## src/pkg/stkg_defines.vh

```
// Register offsets, field positions, reset values and timing constants for the sidetone/keyclick block.
`ifndef STKG_DEFINES_VH
`define STKG_DEFINES_VH
// Register offsets (page-local addresses).
`define STKG_ADDR_SIDETONE 6'h03
`define STKG_ADDR_CLICK 6'h04
// Sidetone register fields.
`define STKG_AST_MUTE_BIT 15
`define STKG_AST_GAIN_HI 14
`define STKG_AST_GAIN_LO 8
`define STKG_DST_MUTE_BIT 7
`define STKG_DST_GAIN_HI 6
`define STKG_DST_GAIN_LO 1
`define STKG_AST_FLAG_BIT 0
`define STKG_AST_GAIN_RST 7'h45
`define STKG_AST_GAIN_MAX 7'h5d
`define STKG_DST_GAIN_RST 6'h00
// Keyclick / soft-step register fields.
`define STKG_CLK_EN_BIT 15
`define STKG_CLK_AMP_HI 14
`define STKG_CLK_AMP_LO 12
`define STKG_ADC_STEP_BIT 11
`define STKG_CLK_FRQ_HI 10
`define STKG_CLK_FRQ_LO 8
`define STKG_CLK_LEN_HI 7
`define STKG_CLK_LEN_LO 4
`define STKG_DACL_FLAG_BIT 3
`define STKG_DACR_FLAG_BIT 2
`define STKG_DAC_STEP_BIT 1
`define STKG_ADC_FLAG_BIT 0
`define STKG_CLK_AMP_RST 3'h4
`define STKG_CLK_FRQ_RST 3'h4
`define STKG_CLK_LEN_RST 4'h1
// Keyclick tone timing: half period of the 8 kHz tone in ns, scaled by code.
`define STKG_CLK_TOP_HALF_NS 62500
`define STKG_CLK_PERIOD_NS 8
`define STKG_CLK_FRQ_TOP 3'h7
`endif

```

## src/hdl/stkg_sync.v

```verilog
// Two-flop synchroniser for a single asynchronous level.
`timescale 1ns/100ps
`default_nettype none
module stkg_sync (
    // Clock and reset.
    input wire clk,
    input wire rst_n,
    // Asynchronous level in, synchronised level out.
    input wire d,
    output wire q
);
    reg meta_r;
    reg sync_r;

    // The first stage is read only by the second stage.
    always @(posedge clk or negedge rst_n) begin
        if (!rst_n) begin
            meta_r <= 1'b0;
            sync_r <= 1'b0;
        end else begin
            meta_r <= d;
            sync_r <= meta_r;
        end
    end

    assign q = sync_r;
endmodule // stkg_sync
`default_nettype wire

```

## src/hdl/stkg_stepper.v

```verilog
// Soft-stepping gain follower paced by a word-clock tick.
`timescale 1ns/100ps
`default_nettype none
module stkg_stepper #(
    parameter W = 7
) (
    // Clock and reset.
    input wire clk,
    input wire rst_n,
    // Word-clock tick (one-cycle pulse) and rate select.
    input wire tick,
    input wire slow,
    // Target and applied gain.
    input wire [W-1:0] target,
    output reg [W-1:0] applied,
    output wire reached
);
    reg skip_r;

    // One code (0.5 dB) per tick, or per two ticks when slow is set.
    always @(posedge clk or negedge rst_n) begin
        if (!rst_n) begin
            applied <= {W{1'b0}};
            skip_r <= 1'b0;
        end else if (tick) begin
            skip_r <= slow ? ~skip_r : 1'b0;
            if (!(slow && !skip_r) && applied != target) begin
                if (applied < target) begin
                    applied <= applied + {{(W-1){1'b0}}, 1'b1};
                end else begin
                    applied <= applied - {{(W-1){1'b0}}, 1'b1};
                end
            end
        end
    end

    // Drops the cycle a differing target appears, returns on arrival.
    assign reached = (applied == target);
endmodule // stkg_stepper
`default_nettype wire

```

## src/hdl/stkg_regs.v

```verilog
// Sidetone gain/mute and keyclick/soft-step control registers with status flags.
`timescale 1ns/100ps
`default_nettype none
`include "stkg_defines.vh"
module stkg_regs #(
    parameter AW = 6,
    parameter ADC_GW = 7,
    parameter DAC_GW = 7
) (
    // Clock and asynchronous reset.
    input wire clk,
    input wire arst_n,
    // Register port from the serial control interface.
    input wire [AW-1:0] reg_addr,
    input wire reg_wr,
    input wire [15:0] reg_wdata,
    output reg [15:0] reg_rdata,
    // Word clocks from the audio pins.
    input wire adc_word_select,
    input wire dac_word_clock,
    // Sidetone zero-crossing detector, asynchronous level.
    input wire sidetone_zero_cross,
    // Gain targets and auto gain status from the codec registers/loop.
    input wire auto_gain_enable,
    input wire [ADC_GW-1:0] adc_gain_target,
    input wire [DAC_GW-1:0] dac_left_target,
    input wire [DAC_GW-1:0] dac_right_target,
    input wire agc_below_noise,
    input wire agc_saturated,
    // Sidetone controls to the analog and digital paths.
    output reg analog_sidetone_mute,
    output reg [6:0] analog_sidetone_gain,
    output reg digital_sidetone_mute,
    output reg [5:0] digital_sidetone_gain,
    // Soft-stepped applied gains.
    output wire [ADC_GW-1:0] adc_gain_applied,
    output wire [DAC_GW-1:0] dac_left_applied,
    output wire [DAC_GW-1:0] dac_right_applied,
    // Keyclick tone output and amplitude code.
    output reg click_tone,
    output reg click_active,
    output reg [2:0] click_amplitude
);
    // Tone half period in cycles for the top code, rounded to the nearest cycle.
    // Each lower code doubles it, so the slowest tone needs a twenty-bit counter.
    localparam integer HALF_TOP = (`STKG_CLK_TOP_HALF_NS + `STKG_CLK_PERIOD_NS / 2)
                                  / `STKG_CLK_PERIOD_NS;
    localparam integer HCW = 20;

    // Saturating decode of the analog gain code.
    function [6:0] ast_sat;
        input [6:0] code;
        begin
            ast_sat = (code > `STKG_AST_GAIN_MAX) ? `STKG_AST_GAIN_MAX : code;
        end
    endfunction

    // Reset release and pin synchronisers.
    reg rst_meta_r;
    reg rst_n_r;
    wire rst_n;
    wire adc_word_select_s;
    wire dac_word_clock_s;
    wire zc_s;
    reg adc_word_select_d_r;
    reg dac_word_clock_d_r;
    reg zc_d_r;
    wire adc_tick;
    wire dac_tick;
    wire zc_tick;

    // Reset is released through two flops so every register leaves reset on
    // the same edge; the pin synchronisers sit in reset too, so a word clock
    // that toggles during reset cannot leave a false tick behind.
    always @(posedge clk or negedge arst_n) begin
        if (!arst_n) begin
            rst_meta_r <= 1'b0;
            rst_n_r <= 1'b0;
        end else begin
            rst_meta_r <= 1'b1;
            rst_n_r <= rst_meta_r;
        end
    end
    assign rst_n = rst_n_r;

    stkg_sync u_sync_adc_word_select (.clk(clk), .rst_n(rst_n), .d(adc_word_select), .q(adc_word_select_s));
    stkg_sync u_sync_dac_word_clock (.clk(clk), .rst_n(rst_n), .d(dac_word_clock), .q(dac_word_clock_s));
    stkg_sync u_sync_zc (.clk(clk), .rst_n(rst_n), .d(sidetone_zero_cross), .q(zc_s));

    // Rising-edge detect on the synchronised copies only.
    // The delayed copies reset to the idle low level, so no false edge follows reset.
    always @(posedge clk or negedge rst_n) begin
        if (!rst_n) begin
            adc_word_select_d_r <= 1'b0;
            dac_word_clock_d_r <= 1'b0;
            zc_d_r <= 1'b0;
        end else begin
            adc_word_select_d_r <= adc_word_select_s;
            dac_word_clock_d_r <= dac_word_clock_s;
            zc_d_r <= zc_s;
        end
    end
    assign adc_tick = adc_word_select_s & ~adc_word_select_d_r;
    assign dac_tick = dac_word_clock_s & ~dac_word_clock_d_r;
    assign zc_tick = zc_s & ~zc_d_r;

    // Programmed fields.
    reg [6:0] ast_prog_r;
    reg [5:0] dst_prog_r;
    reg [2:0] click_freq_r;
    reg [3:0] click_len_r;
    reg adc_step_r;
    reg dac_step_r;
    reg click_en_r;
    wire wr_st = reg_wr && (reg_addr == `STKG_ADDR_SIDETONE);
    wire wr_ck = reg_wr && (reg_addr == `STKG_ADDR_CLICK);
    wire burst_done;

    // Register writes; read-only bits in the write data are dropped.
    always @(posedge clk or negedge rst_n) begin
        if (!rst_n) begin
            analog_sidetone_mute <= 1'b1;
            ast_prog_r <= `STKG_AST_GAIN_RST;
            digital_sidetone_mute <= 1'b1;
            dst_prog_r <= `STKG_DST_GAIN_RST;
            click_en_r <= 1'b0;
            click_amplitude <= `STKG_CLK_AMP_RST;
            click_freq_r <= `STKG_CLK_FRQ_RST;
            click_len_r <= `STKG_CLK_LEN_RST;
            adc_step_r <= 1'b0;
            dac_step_r <= 1'b0;
        end else begin
            // Sidetone fields; the flag bit in the write data has no home here.
            if (wr_st) begin
                analog_sidetone_mute <= reg_wdata[`STKG_AST_MUTE_BIT];
                ast_prog_r <= reg_wdata[`STKG_AST_GAIN_HI:`STKG_AST_GAIN_LO];
                digital_sidetone_mute <= reg_wdata[`STKG_DST_MUTE_BIT];
                dst_prog_r <= reg_wdata[`STKG_DST_GAIN_HI:`STKG_DST_GAIN_LO];
            end
            if (wr_ck) begin
                click_amplitude <= reg_wdata[`STKG_CLK_AMP_HI:`STKG_CLK_AMP_LO];
                click_freq_r <= reg_wdata[`STKG_CLK_FRQ_HI:`STKG_CLK_FRQ_LO];
                click_len_r <= reg_wdata[`STKG_CLK_LEN_HI:`STKG_CLK_LEN_LO];
                dac_step_r <= reg_wdata[`STKG_DAC_STEP_BIT];
                // Step bit is read-only while auto gain runs.
                if (!auto_gain_enable) begin
                    adc_step_r <= reg_wdata[`STKG_ADC_STEP_BIT];
                end
            end
            // A fresh start wins over the self-clear in the same cycle.
            // Writing a zero only drops the request; a running burst still ends whole.
            if (wr_ck && reg_wdata[`STKG_CLK_EN_BIT]) begin
                click_en_r <= 1'b1;
            end else if (wr_ck && !reg_wdata[`STKG_CLK_EN_BIT]) begin
                click_en_r <= 1'b0;
            end else if (burst_done) begin
                click_en_r <= 1'b0;
            end
        end
    end

    // Sidetone gains move to the programmed value only on a zero crossing.
    // Out-of-range analog codes are clamped here, so the applied code stops at 12 dB.
    always @(posedge clk or negedge rst_n) begin
        if (!rst_n) begin
            analog_sidetone_gain <= `STKG_AST_GAIN_RST;
            digital_sidetone_gain <= `STKG_DST_GAIN_RST;
        end else if (zc_tick) begin
            analog_sidetone_gain <= ast_sat(ast_prog_r);
            digital_sidetone_gain <= dst_prog_r;
        end
    end
    wire ast_reached = (analog_sidetone_gain == ast_sat(ast_prog_r));

    // Keyclick burst: half-period counter and half-cycle counter.
    reg [HCW-1:0] half_cnt_r;
    reg [5:0] halves_r;
    wire [HCW-1:0] half_len = HALF_TOP[HCW-1:0] << (`STKG_CLK_FRQ_TOP - click_freq_r);
    // The top length code needs 64 halves; the sum wraps to zero, and the
    // compare against total minus one still lands on the 64th half.
    wire [5:0] halves_total = {click_len_r, 2'b00} + 6'h04;
    // A greater-or-equal compare keeps a mid-burst frequency change from leaving
    // the counter above a shorter limit and running on for a million cycles.
    wire half_end = click_active && (half_cnt_r >= half_len - {{(HCW-1){1'b0}}, 1'b1});
    assign burst_done = half_end && (halves_r == halves_total - 6'h01);

    always @(posedge clk or negedge rst_n) begin
        if (!rst_n) begin
            click_active <= 1'b0;
            click_tone <= 1'b0;
            half_cnt_r <= {HCW{1'b0}};
            halves_r <= 6'h00;
        end else if (!click_active) begin
            // Idle: hold the counters clear and arm on a pending request.
            click_tone <= 1'b0;
            half_cnt_r <= {HCW{1'b0}};
            halves_r <= 6'h00;
            click_active <= click_en_r;
        end else if (burst_done) begin
            // 2*(code+1) full periods, counted as half periods.
            click_active <= 1'b0;
            click_tone <= 1'b0;
        end else if (half_end) begin
            half_cnt_r <= {HCW{1'b0}};
            halves_r <= halves_r + 6'h01;
            click_tone <= ~click_tone;
        end else begin
            half_cnt_r <= half_cnt_r + {{(HCW-1){1'b0}}, 1'b1};
        end
    end

    // Soft-stepping followers; auto gain bypasses the programmed target.
    // While auto gain runs the ADC follower holds its last code, so switching
    // back resumes stepping from there instead of jumping to the target.
    wire adc_reached;
    wire dacl_reached;
    wire dacr_reached;
    stkg_stepper #(.W(ADC_GW)) u_step_adc (
        .clk(clk), .rst_n(rst_n), .tick(adc_tick & ~auto_gain_enable),
        .slow(adc_step_r), .target(adc_gain_target),
        .applied(adc_gain_applied), .reached(adc_reached)
    );
    stkg_stepper #(.W(DAC_GW)) u_step_dacl (
        .clk(clk), .rst_n(rst_n), .tick(dac_tick), .slow(dac_step_r),
        .target(dac_left_target), .applied(dac_left_applied), .reached(dacl_reached)
    );
    stkg_stepper #(.W(DAC_GW)) u_step_dacr (
        .clk(clk), .rst_n(rst_n), .tick(dac_tick), .slow(dac_step_r),
        .target(dac_right_target), .applied(dac_right_applied), .reached(dacr_reached)
    );

    // Status flags registered so they read 0 during and just after reset.
    // Forcing the sidetone flag low in the write cycle closes the one-cycle gap
    // before the new programmed code reaches the compare.
    reg ast_flag_r;
    reg dacl_flag_r;
    reg dacr_flag_r;
    reg adc_flag_r;
    always @(posedge clk or negedge rst_n) begin
        if (!rst_n) begin
            ast_flag_r <= 1'b0;
            dacl_flag_r <= 1'b0;
            dacr_flag_r <= 1'b0;
            adc_flag_r <= 1'b0;
        end else begin
            ast_flag_r <= ast_reached && !wr_st;
            dacl_flag_r <= dacl_reached;
            dacr_flag_r <= dacr_reached;
            adc_flag_r <= auto_gain_enable ? agc_saturated : adc_reached;
        end
    end

    // Read mux; unmapped addresses read zero.
    // Flags come from flops, so a read never catches a compare in mid-change.
    always @* begin
        reg_rdata = 16'h0000;
        case (reg_addr)
            `STKG_ADDR_SIDETONE: begin
                reg_rdata[`STKG_AST_MUTE_BIT] = analog_sidetone_mute;
                reg_rdata[`STKG_AST_GAIN_HI:`STKG_AST_GAIN_LO] = ast_prog_r;
                reg_rdata[`STKG_DST_MUTE_BIT] = digital_sidetone_mute;
                reg_rdata[`STKG_DST_GAIN_HI:`STKG_DST_GAIN_LO] = dst_prog_r;
                reg_rdata[`STKG_AST_FLAG_BIT] = ast_flag_r;
            end
            `STKG_ADDR_CLICK: begin
                reg_rdata[`STKG_CLK_EN_BIT] = click_en_r;
                reg_rdata[`STKG_CLK_AMP_HI:`STKG_CLK_AMP_LO] = click_amplitude;
                reg_rdata[`STKG_ADC_STEP_BIT] = auto_gain_enable ? agc_below_noise
                                                                 : adc_step_r;
                reg_rdata[`STKG_CLK_FRQ_HI:`STKG_CLK_FRQ_LO] = click_freq_r;
                reg_rdata[`STKG_CLK_LEN_HI:`STKG_CLK_LEN_LO] = click_len_r;
                reg_rdata[`STKG_DACL_FLAG_BIT] = dacl_flag_r;
                reg_rdata[`STKG_DACR_FLAG_BIT] = dacr_flag_r;
                reg_rdata[`STKG_DAC_STEP_BIT] = dac_step_r;
                reg_rdata[`STKG_ADC_FLAG_BIT] = adc_flag_r;
            end
            default: begin
                reg_rdata = 16'h0000;
            end
        endcase
    end
endmodule // stkg_regs
`default_nettype wire

```

## config.mk

```make
export PLATFORM = sky130hd
export DESIGN_NAME = stkg_regs
export DESIGN_NICKNAME = d
export VERILOG_FILES = /design/src/hdl/stkg_sync.v /design/src/hdl/stkg_stepper.v /design/src/hdl/stkg_regs.v
export VERILOG_INCLUDE_DIRS = /design/src /design/src/pkg
export SDC_FILE = /design/constraint.sdc
export NUM_CORES = 1
export LEC_CHECK = 0
export BUFFER_PORTS_ARGS = -buffer_cell sky130_fd_sc_hd__buf_2
export CAP_MARGIN = 0
export CORE_MARGIN = 4
export CORE_UTILIZATION = 30
export CTS_BUF_LIST = sky130_fd_sc_hd__clkbuf_4 sky130_fd_sc_hd__clkbuf_8
export DETAILED_ROUTE_END_ITERATION = 10
export PLACE_DENSITY = 0.49
export SLEW_MARGIN = 5
export SYNTH_ARGS = -nofsm -noshare
export SYNTH_HDL_FRONTEND = slang
export SYNTH_SLANG_ARGS = --single-unit
```

## constraint.sdc

```tcl
create_clock -name clk -period 6.35 [get_ports clk]
set_input_delay 1.27 -clock clk [delete_from_list [all_inputs] [get_ports clk]]
set_output_delay 1.27 -clock clk [all_outputs]
set_load 0.01 [all_outputs]
```

==> flow_metrics.py, run 1 <==
metrics = {
    "outcome": {
        "status": "completed",
    },
    "global_route": {
        "grt-ovfl-total": 0,
        "grt_pass1_wl_mm": 26.0,
        "grt_max_degree": 58,
        "antenna_found_initial": 1,
        "grt_pass1_vias": 5150,
        "grtUsageTotal_pct": 13.2,
    },
    "cells_and_area": {
        "syn2layout_area_growth_pct": 15.0,
        "nNetsFinal": 841,
        "mostFrequentLayoutCell": "buf_2",
        "drive_above_1_share_pct": 25.2,
        "antennaDiodeCount": 0,
        "mostFrequentLayoutCells": "buf_2 (107), dfrtp_1 (96), ha_1 (58), nand2_1 (56), o21ai_0 (39)",
    },
    "power_and_ir_drop": {
        "peakVddDrop_uv": 231,
        "powerDensity_nw_per_um2": 332,
        "p_leak_uw": 0.00379,
    },
    "setup_path": {
        "cp.arrival_ns": 2.99,
        "rr_worst_depth": 12,
        "critical_path_class": "in2out",
        "critical_path.max_stage_delay_ns": 0.76,
        "crit_chain": "buf_2, or3_4, nor3_4, a22o_1, buf_2",
        "r2r_setup_slack_ns": 2.74,
        "crit_fanout": 17,
        "worstPathRequired_ns": 5.08,
        "rr_startpoint": "click_freq_r[0]",
        "worstSetupStartpointType": "primary input",
        "cp_common_cell": "buf_2",
        "end_kind": "output pin",
        "r2r_end": "half_cnt_r[12]",
        "crit_slowest_cell": "nor3_4",
    },
    "hold_path": {
        "hold_class": "reg2reg",
        "min_from": "u_sync_zc.meta_r",
        "hold-path-endpoint": "u_sync_zc.q",
        "hold_path_depth": 0,
    },
    "detailed_routing": {
        "drt-initial-drc-count": 160,
        "drc": 0,
        "vias": 5062,
        "antenna_left": 0,
        "avgRoutedWirePerCell_um": 15.7,
        "first_pass_iters": 4,
        "routed_wl_mm": 15.8,
        "routed_via_density": 5.02,
    },
    "clocking": {
        "cts_max_level": 3,
        "clockBufferDepth": 2,
        "clkTransAtPathRegs_ns": 0.10,
        "cts_resized": 0,
        "numCtsBuffers": 9,
        "cts_tree": "yes",
        "root_buffer": "clkbuf_8",
        "insertion_delay_ns": 0.39,
        "clock_sinks": 108,
        "hold_buffers": 0,
        "postCtsSetupBuffers": 0,
    },
    "sta": {
        "slew_violations": 0,
        "finalSetupTns_ns": 0,
        "min_period_ns": 4.26,
        "setup_viol": 0,
        "rsz0062_at_grt": "false",
        "hold_ws_ns": 0.355,
        "post-route-period-util_pct": 67.1,
        "worst_pin_slew_ns": 0.961,
        "max_slew_margin_pct": 35.8,
        "skew_ns": 0.0107,
        "hold_violations": 0,
        "max_freq_ghz": 0.235,
    },
    "synth": {
        "ys_ff_latch": 108,
        "avgSynthCellArea_um2": 10.4,
        "synth_xor_area_share_pct": 3.63,
        "ys_seq_area_share_pct": 41.7,
        "muxShareOfSynthArea_pct": 7.54,
        "netlist_area_um2": 6520,
        "synthFlopType": "dfrtp_1",
        "synthAdderAreaFrac_pct": 12.1,
        "syn_inst": 626,
        "yosys.area_share.simple_pct": 15.2,
        "async_flop_share_pct": 100,
        "synth_top_family_by_area": "compound AO/OA/AOI/OAI gates",
        "yosys_warnings": 0,
        "synth-compound-area-share_pct": 15.8,
        "synthDistinctLibCells": 60,
        "synth_nets": 739,
        "synth_edf_count": 0,
    },
    "place": {
        "hpwl_mm": 11.8,
        "port_buffers": 107,
        "gp_congestion": 0.835,
    },
    "floorplanning": {
        "die_w_um": 155,
        "io_pins": 109,
        "core_um2": 21200,
        "num_rows": 53,
        "die_h_um": 155,
        "fp.dieArea_um2": 24200,
        "initial_core_util_pct": 30.7,
    },
    "run": {
        "drv_cap": 0,
    },
}
-- power by group --
group,leakage (uW),internal [uW],switching [uW]
Clock,0.0000969,162,258
Combinational,0.00232,511,556
Sequential,0.00137,825,175
Total,0.00379,1500,989
-- state kept, by name, summed over array words and instances (netlist names), 3 cells and up --
signal	flops
analog_sidetone_gain	7
ast_prog_r	7
click_amplitude	3
click_freq_r	3
click_len_r	4
digital_sidetone_gain	6
dst_prog_r	6
half_cnt_r	20
halves_r	6
u_step_adc.applied	7
u_step_dacl.applied	7
u_step_dacr.applied	7
-- kinds of logic after synthesis --
group	count (synthesis)
DFF	108
buffers and inverters	57
and+or+nand+nor	181
muxes	44
adders and majority gates	61
AOI/OAI and AO/OA	147
other	1
xor gates and xnor gates	27
-- Yosys cell counts, drive strengths merged (15+ instances only) --
cell,n,area [um^2]
a21oi,36,180
a22o,20,175
and3,17,106
dfrtp,97,2430
ha,58,726
inv,37,139
mux2,41,462
nand2,57,216
nand3,15,75.1
nor2,30,113
o21ai,42,221
xor2,15,131
-- critical path: cells and delay by family --
kind	cells	cell delay, ns
buffers and inverters	2	0.23
and+or+nand+nor	2	1.17
AOI/OAI and AO/OA	1	0.30
-- through the flow --
step / total power (uW) / area [um^2] / utilization, % / setup slack [ns] / instances
finish: 2490 / 7500 / 35.3 / 2.09 / 1008
detailed placement: 2080 / 7310 / 34.4 / 2.07 / 992
CTS: 2540 / 7500 / 35.3 / 2.07 / 1008
global route: 2730 / 7500 / 35.3 / 2.05 / 1008
global placement: 2030 / 7310 / 34.4 / 2.08 / 992
floorplan: 1770 / 6520 / - / 2.43 / 626
-- routing by layer --
metal,track usage [%],up-vias,wire length [um]
met5,0,-,13
met4,4.84,2,296
met3,3.25,26,677
met2,21.7,100,7600
met1,16.8,2464,7250
li1,-,2470,-
-- worst max path at each step --
| stage | depth (start not counted) | slack, ns | end | start |
|---|---|---|---|---|
| floorplan | 4 | 2.43 | reg_rdata[10] | reg_addr[3] |
| global placement | 5 | 2.08 | reg_rdata[5] | reg_addr[3] |
| detailed placement | 5 | 2.07 | reg_rdata[5] | reg_addr[3] |
| CTS | 5 | 2.07 | reg_rdata[5] | reg_addr[3] |
| global route | 5 | 2.05 | reg_rdata[5] | reg_addr[3] |
| finish | 5 | 2.09 | reg_rdata[5] | reg_addr[3] |
-- final cells by class --
cell class,count,area [um^2]
fill,2146,13700
multi-input combinational,461,3540
sequential,108,2720
timing repair buffer,111,566
tap,275,344
inverter,37,139
clock buffer,10,138
clock inverter,6,56.3
(Power assumes the default switching activity.)
==> inputs of run 2 (changes only) <==
==> constraint.sdc (replaced) <==
create_clock -name clk -period 4.4 [get_ports clk]
set_input_delay 0.88 -clock clk [delete_from_list [all_inputs] [get_ports clk]]
set_output_delay 0.88 -clock clk [all_outputs]
set_load 0.01 [all_outputs]
==> run 2 against run 1 <==
Net effect:
- first-iteration DRC count down 14%
- utilization about the same
- critical endpoint is now reg_rdata[14]
- largest power group unchanged
- critical path type unchanged
- clock skew grew 0.0036 ns
- clock power rose by 41%
==> flow_metrics.py, run 2 (synthesis gave the netlist of run 1 again) <==
metrics = {
    "outcome": {
        "status": "completed",
    },
    "setup_path": {
        "crit_slowest_cell": "nor3_4",
        "r2r_end": "half_cnt_r[12]",
        "critical_path_class": "in2out",
        "cp_common_cell": "buf_2",
        "r2r_setup_slack_ns": 0.96,
        "worstPathRequired_ns": 3.52,
        "rr_startpoint": "click_freq_r[2]",
        "path_delay_family": "simple AND/OR/NAND/NOR gates",
        "critical_path.max_stage_delay_ns": 0.62,
        "cp.arrival_ns": 2.56,
        "crit_fanout": 12,
        "worstSetupStartpointType": "primary input",
        "cp_num_buf_inv": 3,
        "endpoint": "reg_rdata[14]",
        "end_kind": "output pin",
        "crit_cells": 6,
        "rr_worst_depth": 12,
        "crit_chain": "buf_2, or3_4, nor3_4, buf_4, a22o_1, buf_2",
        "startpoint": "reg_addr[3]",
    },
    "sta": {
        "setup_ws_ns": 0.956,
        "worst_pin_slew_ns": 0.989,
        "hold_violations": 0,
        "finalSetupTns_ns": 0,
        "max_slew_margin_pct": 34.1,
        "max_freq_ghz": 0.290,
        "post-route-period-util_pct": 78.3,
        "min_period_ns": 3.44,
        "setup_viol": 0,
        "slew_violations": 0,
        "rsz0062_at_grt": "false",
        "skew_ns": 0.0143,
    },
    "cells_and_area": {
        "antennaDiodeCount": 0,
        "mostFrequentLayoutCells": "buf_2 (107), dfrtp_1 (96), ha_1 (58), nand2_1 (56), o21ai_0 (39)",
        "largest_register_ffs": 20,
        "syn2layout_area_growth_pct": 15.2,
        "mostFrequentLayoutCell": "buf_2",
        "regMostFlops": "half_cnt_r",
        "drive_above_1_share_pct": 25.5,
        "nNetsFinal": 844,
    },
    "global_route": {
        "grt-ovfl-total": 0,
        "grt_pass1_vias": 5036,
        "antenna_found_initial": 1,
        "grt_max_degree": 75,
        "grtUsageTotal_pct": 13.4,
        "grt_pass1_wl_mm": 26.2,
    },
    "power_and_ir_drop": {
        "combPwrFrac_pct": 43.0,
        "power.share.clock_pct": 16.6,
        "seq_power_share_pct": 40.4,
        "intPower_uw": 2140,
        "p_sw_uw": 1430,
        "p_leak_uw": 0.00380,
        "power_uw": 3570,
        "swShare_pct": 40.0,
        "peakVddDrop_uv": 279,
        "powerDensity_nw_per_um2": 475,
    },
    "clocking": {
        "cts_tree": "yes",
        "cts_resized": 0,
        "root_buffer": "clkbuf_8",
        "postCtsSetupBuffers": 0,
        "clockBufferDepth": 2,
        "clock_sinks": 108,
        "numCtsBuffers": 9,
        "hold_buffers": 0,
        "clkTransAtPathRegs_ns": 0.10,
        "cts_max_level": 3,
        "insertion_delay_ns": 0.39,
    },
    "floorplanning": {
        "initial_core_util_pct": 30.7,
        "core_um2": 21200,
        "fp.dieArea_um2": 24200,
        "die_w_um": 155,
        "die_h_um": 155,
        "io_pins": 109,
        "num_rows": 53,
    },
    "place": {
        "port_buffers": 107,
        "gp_congestion": 0.778,
        "preCtsSetupSlack_ns": 0.636,
        "hpwl_mm": 11.7,
    },
    "detailed_routing": {
        "routed_via_density": 4.97,
        "first_pass_iters": 5,
        "antenna_left": 0,
        "avgRoutedWirePerCell_um": 15.5,
        "drc": 0,
        "vias": 5025,
        "drt-initial-drc-count": 137,
        "routed_wl_mm": 15.7,
    },
    "run": {
        "drv_cap": 0,
    },
    "hold_path": {
        "hold_class": "in2async",
    },
}
## run 2: final cells by class
cell class / count / area [um^2]
multi-input cells: 461 / 3540
well taps: 275 / 344
repair buffers: 114 / 588
flip-flops and latches: 108 / 2720
clock inverters: 7 / 57.6
clock buffers: 9 / 124
fillers: 2195 / 13700
inverters: 37 / 139
## run 2: per-stage QoR
step	instance area, um^2	cells	util (%)	hold slack [ns]
2_1_floorplan	6520	626	-	0.331
3_3_place_gp	7330	995	34.5	0.335
3_5_place_dp	7330	995	34.5	0.336
4_1_cts	7510	1011	35.4	0.216
5_1_grt	7510	1011	35.4	0.217
6_report	7510	1011	35.4	0.253
## run 2: worst min path at each step
stage | from | endpoint | slack, ns | cells past startpoint
2_1_floorplan | rst_meta_r | rst_n | 0.33 | 0
3_3_place_gp | u_sync_adc_word_select.meta_r | u_sync_adc_word_select.q | 0.33 | 0
3_5_place_dp | u_sync_dac_word_clock.meta_r | u_sync_dac_word_clock.q | 0.34 | 0
4_1_cts | arst_n | rst_n | 0.22 | 1
5_1_grt | arst_n | rst_n | 0.22 | 1
6_report | arst_n | rst_n | 0.25 | 1
## run 2: power groups by stage
stage	Combinational, uW	Sequential [uW]	Clock (uW)
2_1_floorplan	1120	1450	0
3_3_place_gp	1480	1450	0
3_5_place_dp	1540	1470	0
4_1_cts	1550	1450	636
5_1_grt	1760	1480	670
6_report	1530	1440	592
## run 2: per-layer routing
layer / up-vias / wire, um / GRT usage (%) / part of all wire [%]
met5: - / 13 / 0 / 0.083
met4: 2 / 191 / 2.92 / 1.2
met3: 17 / 712 / 3.42 / 4.5
met2: 107 / 7420 / 22.1 / 47
met1: 2424 / 7310 / 17.8 / 47
li1: 2475 / - / - / -
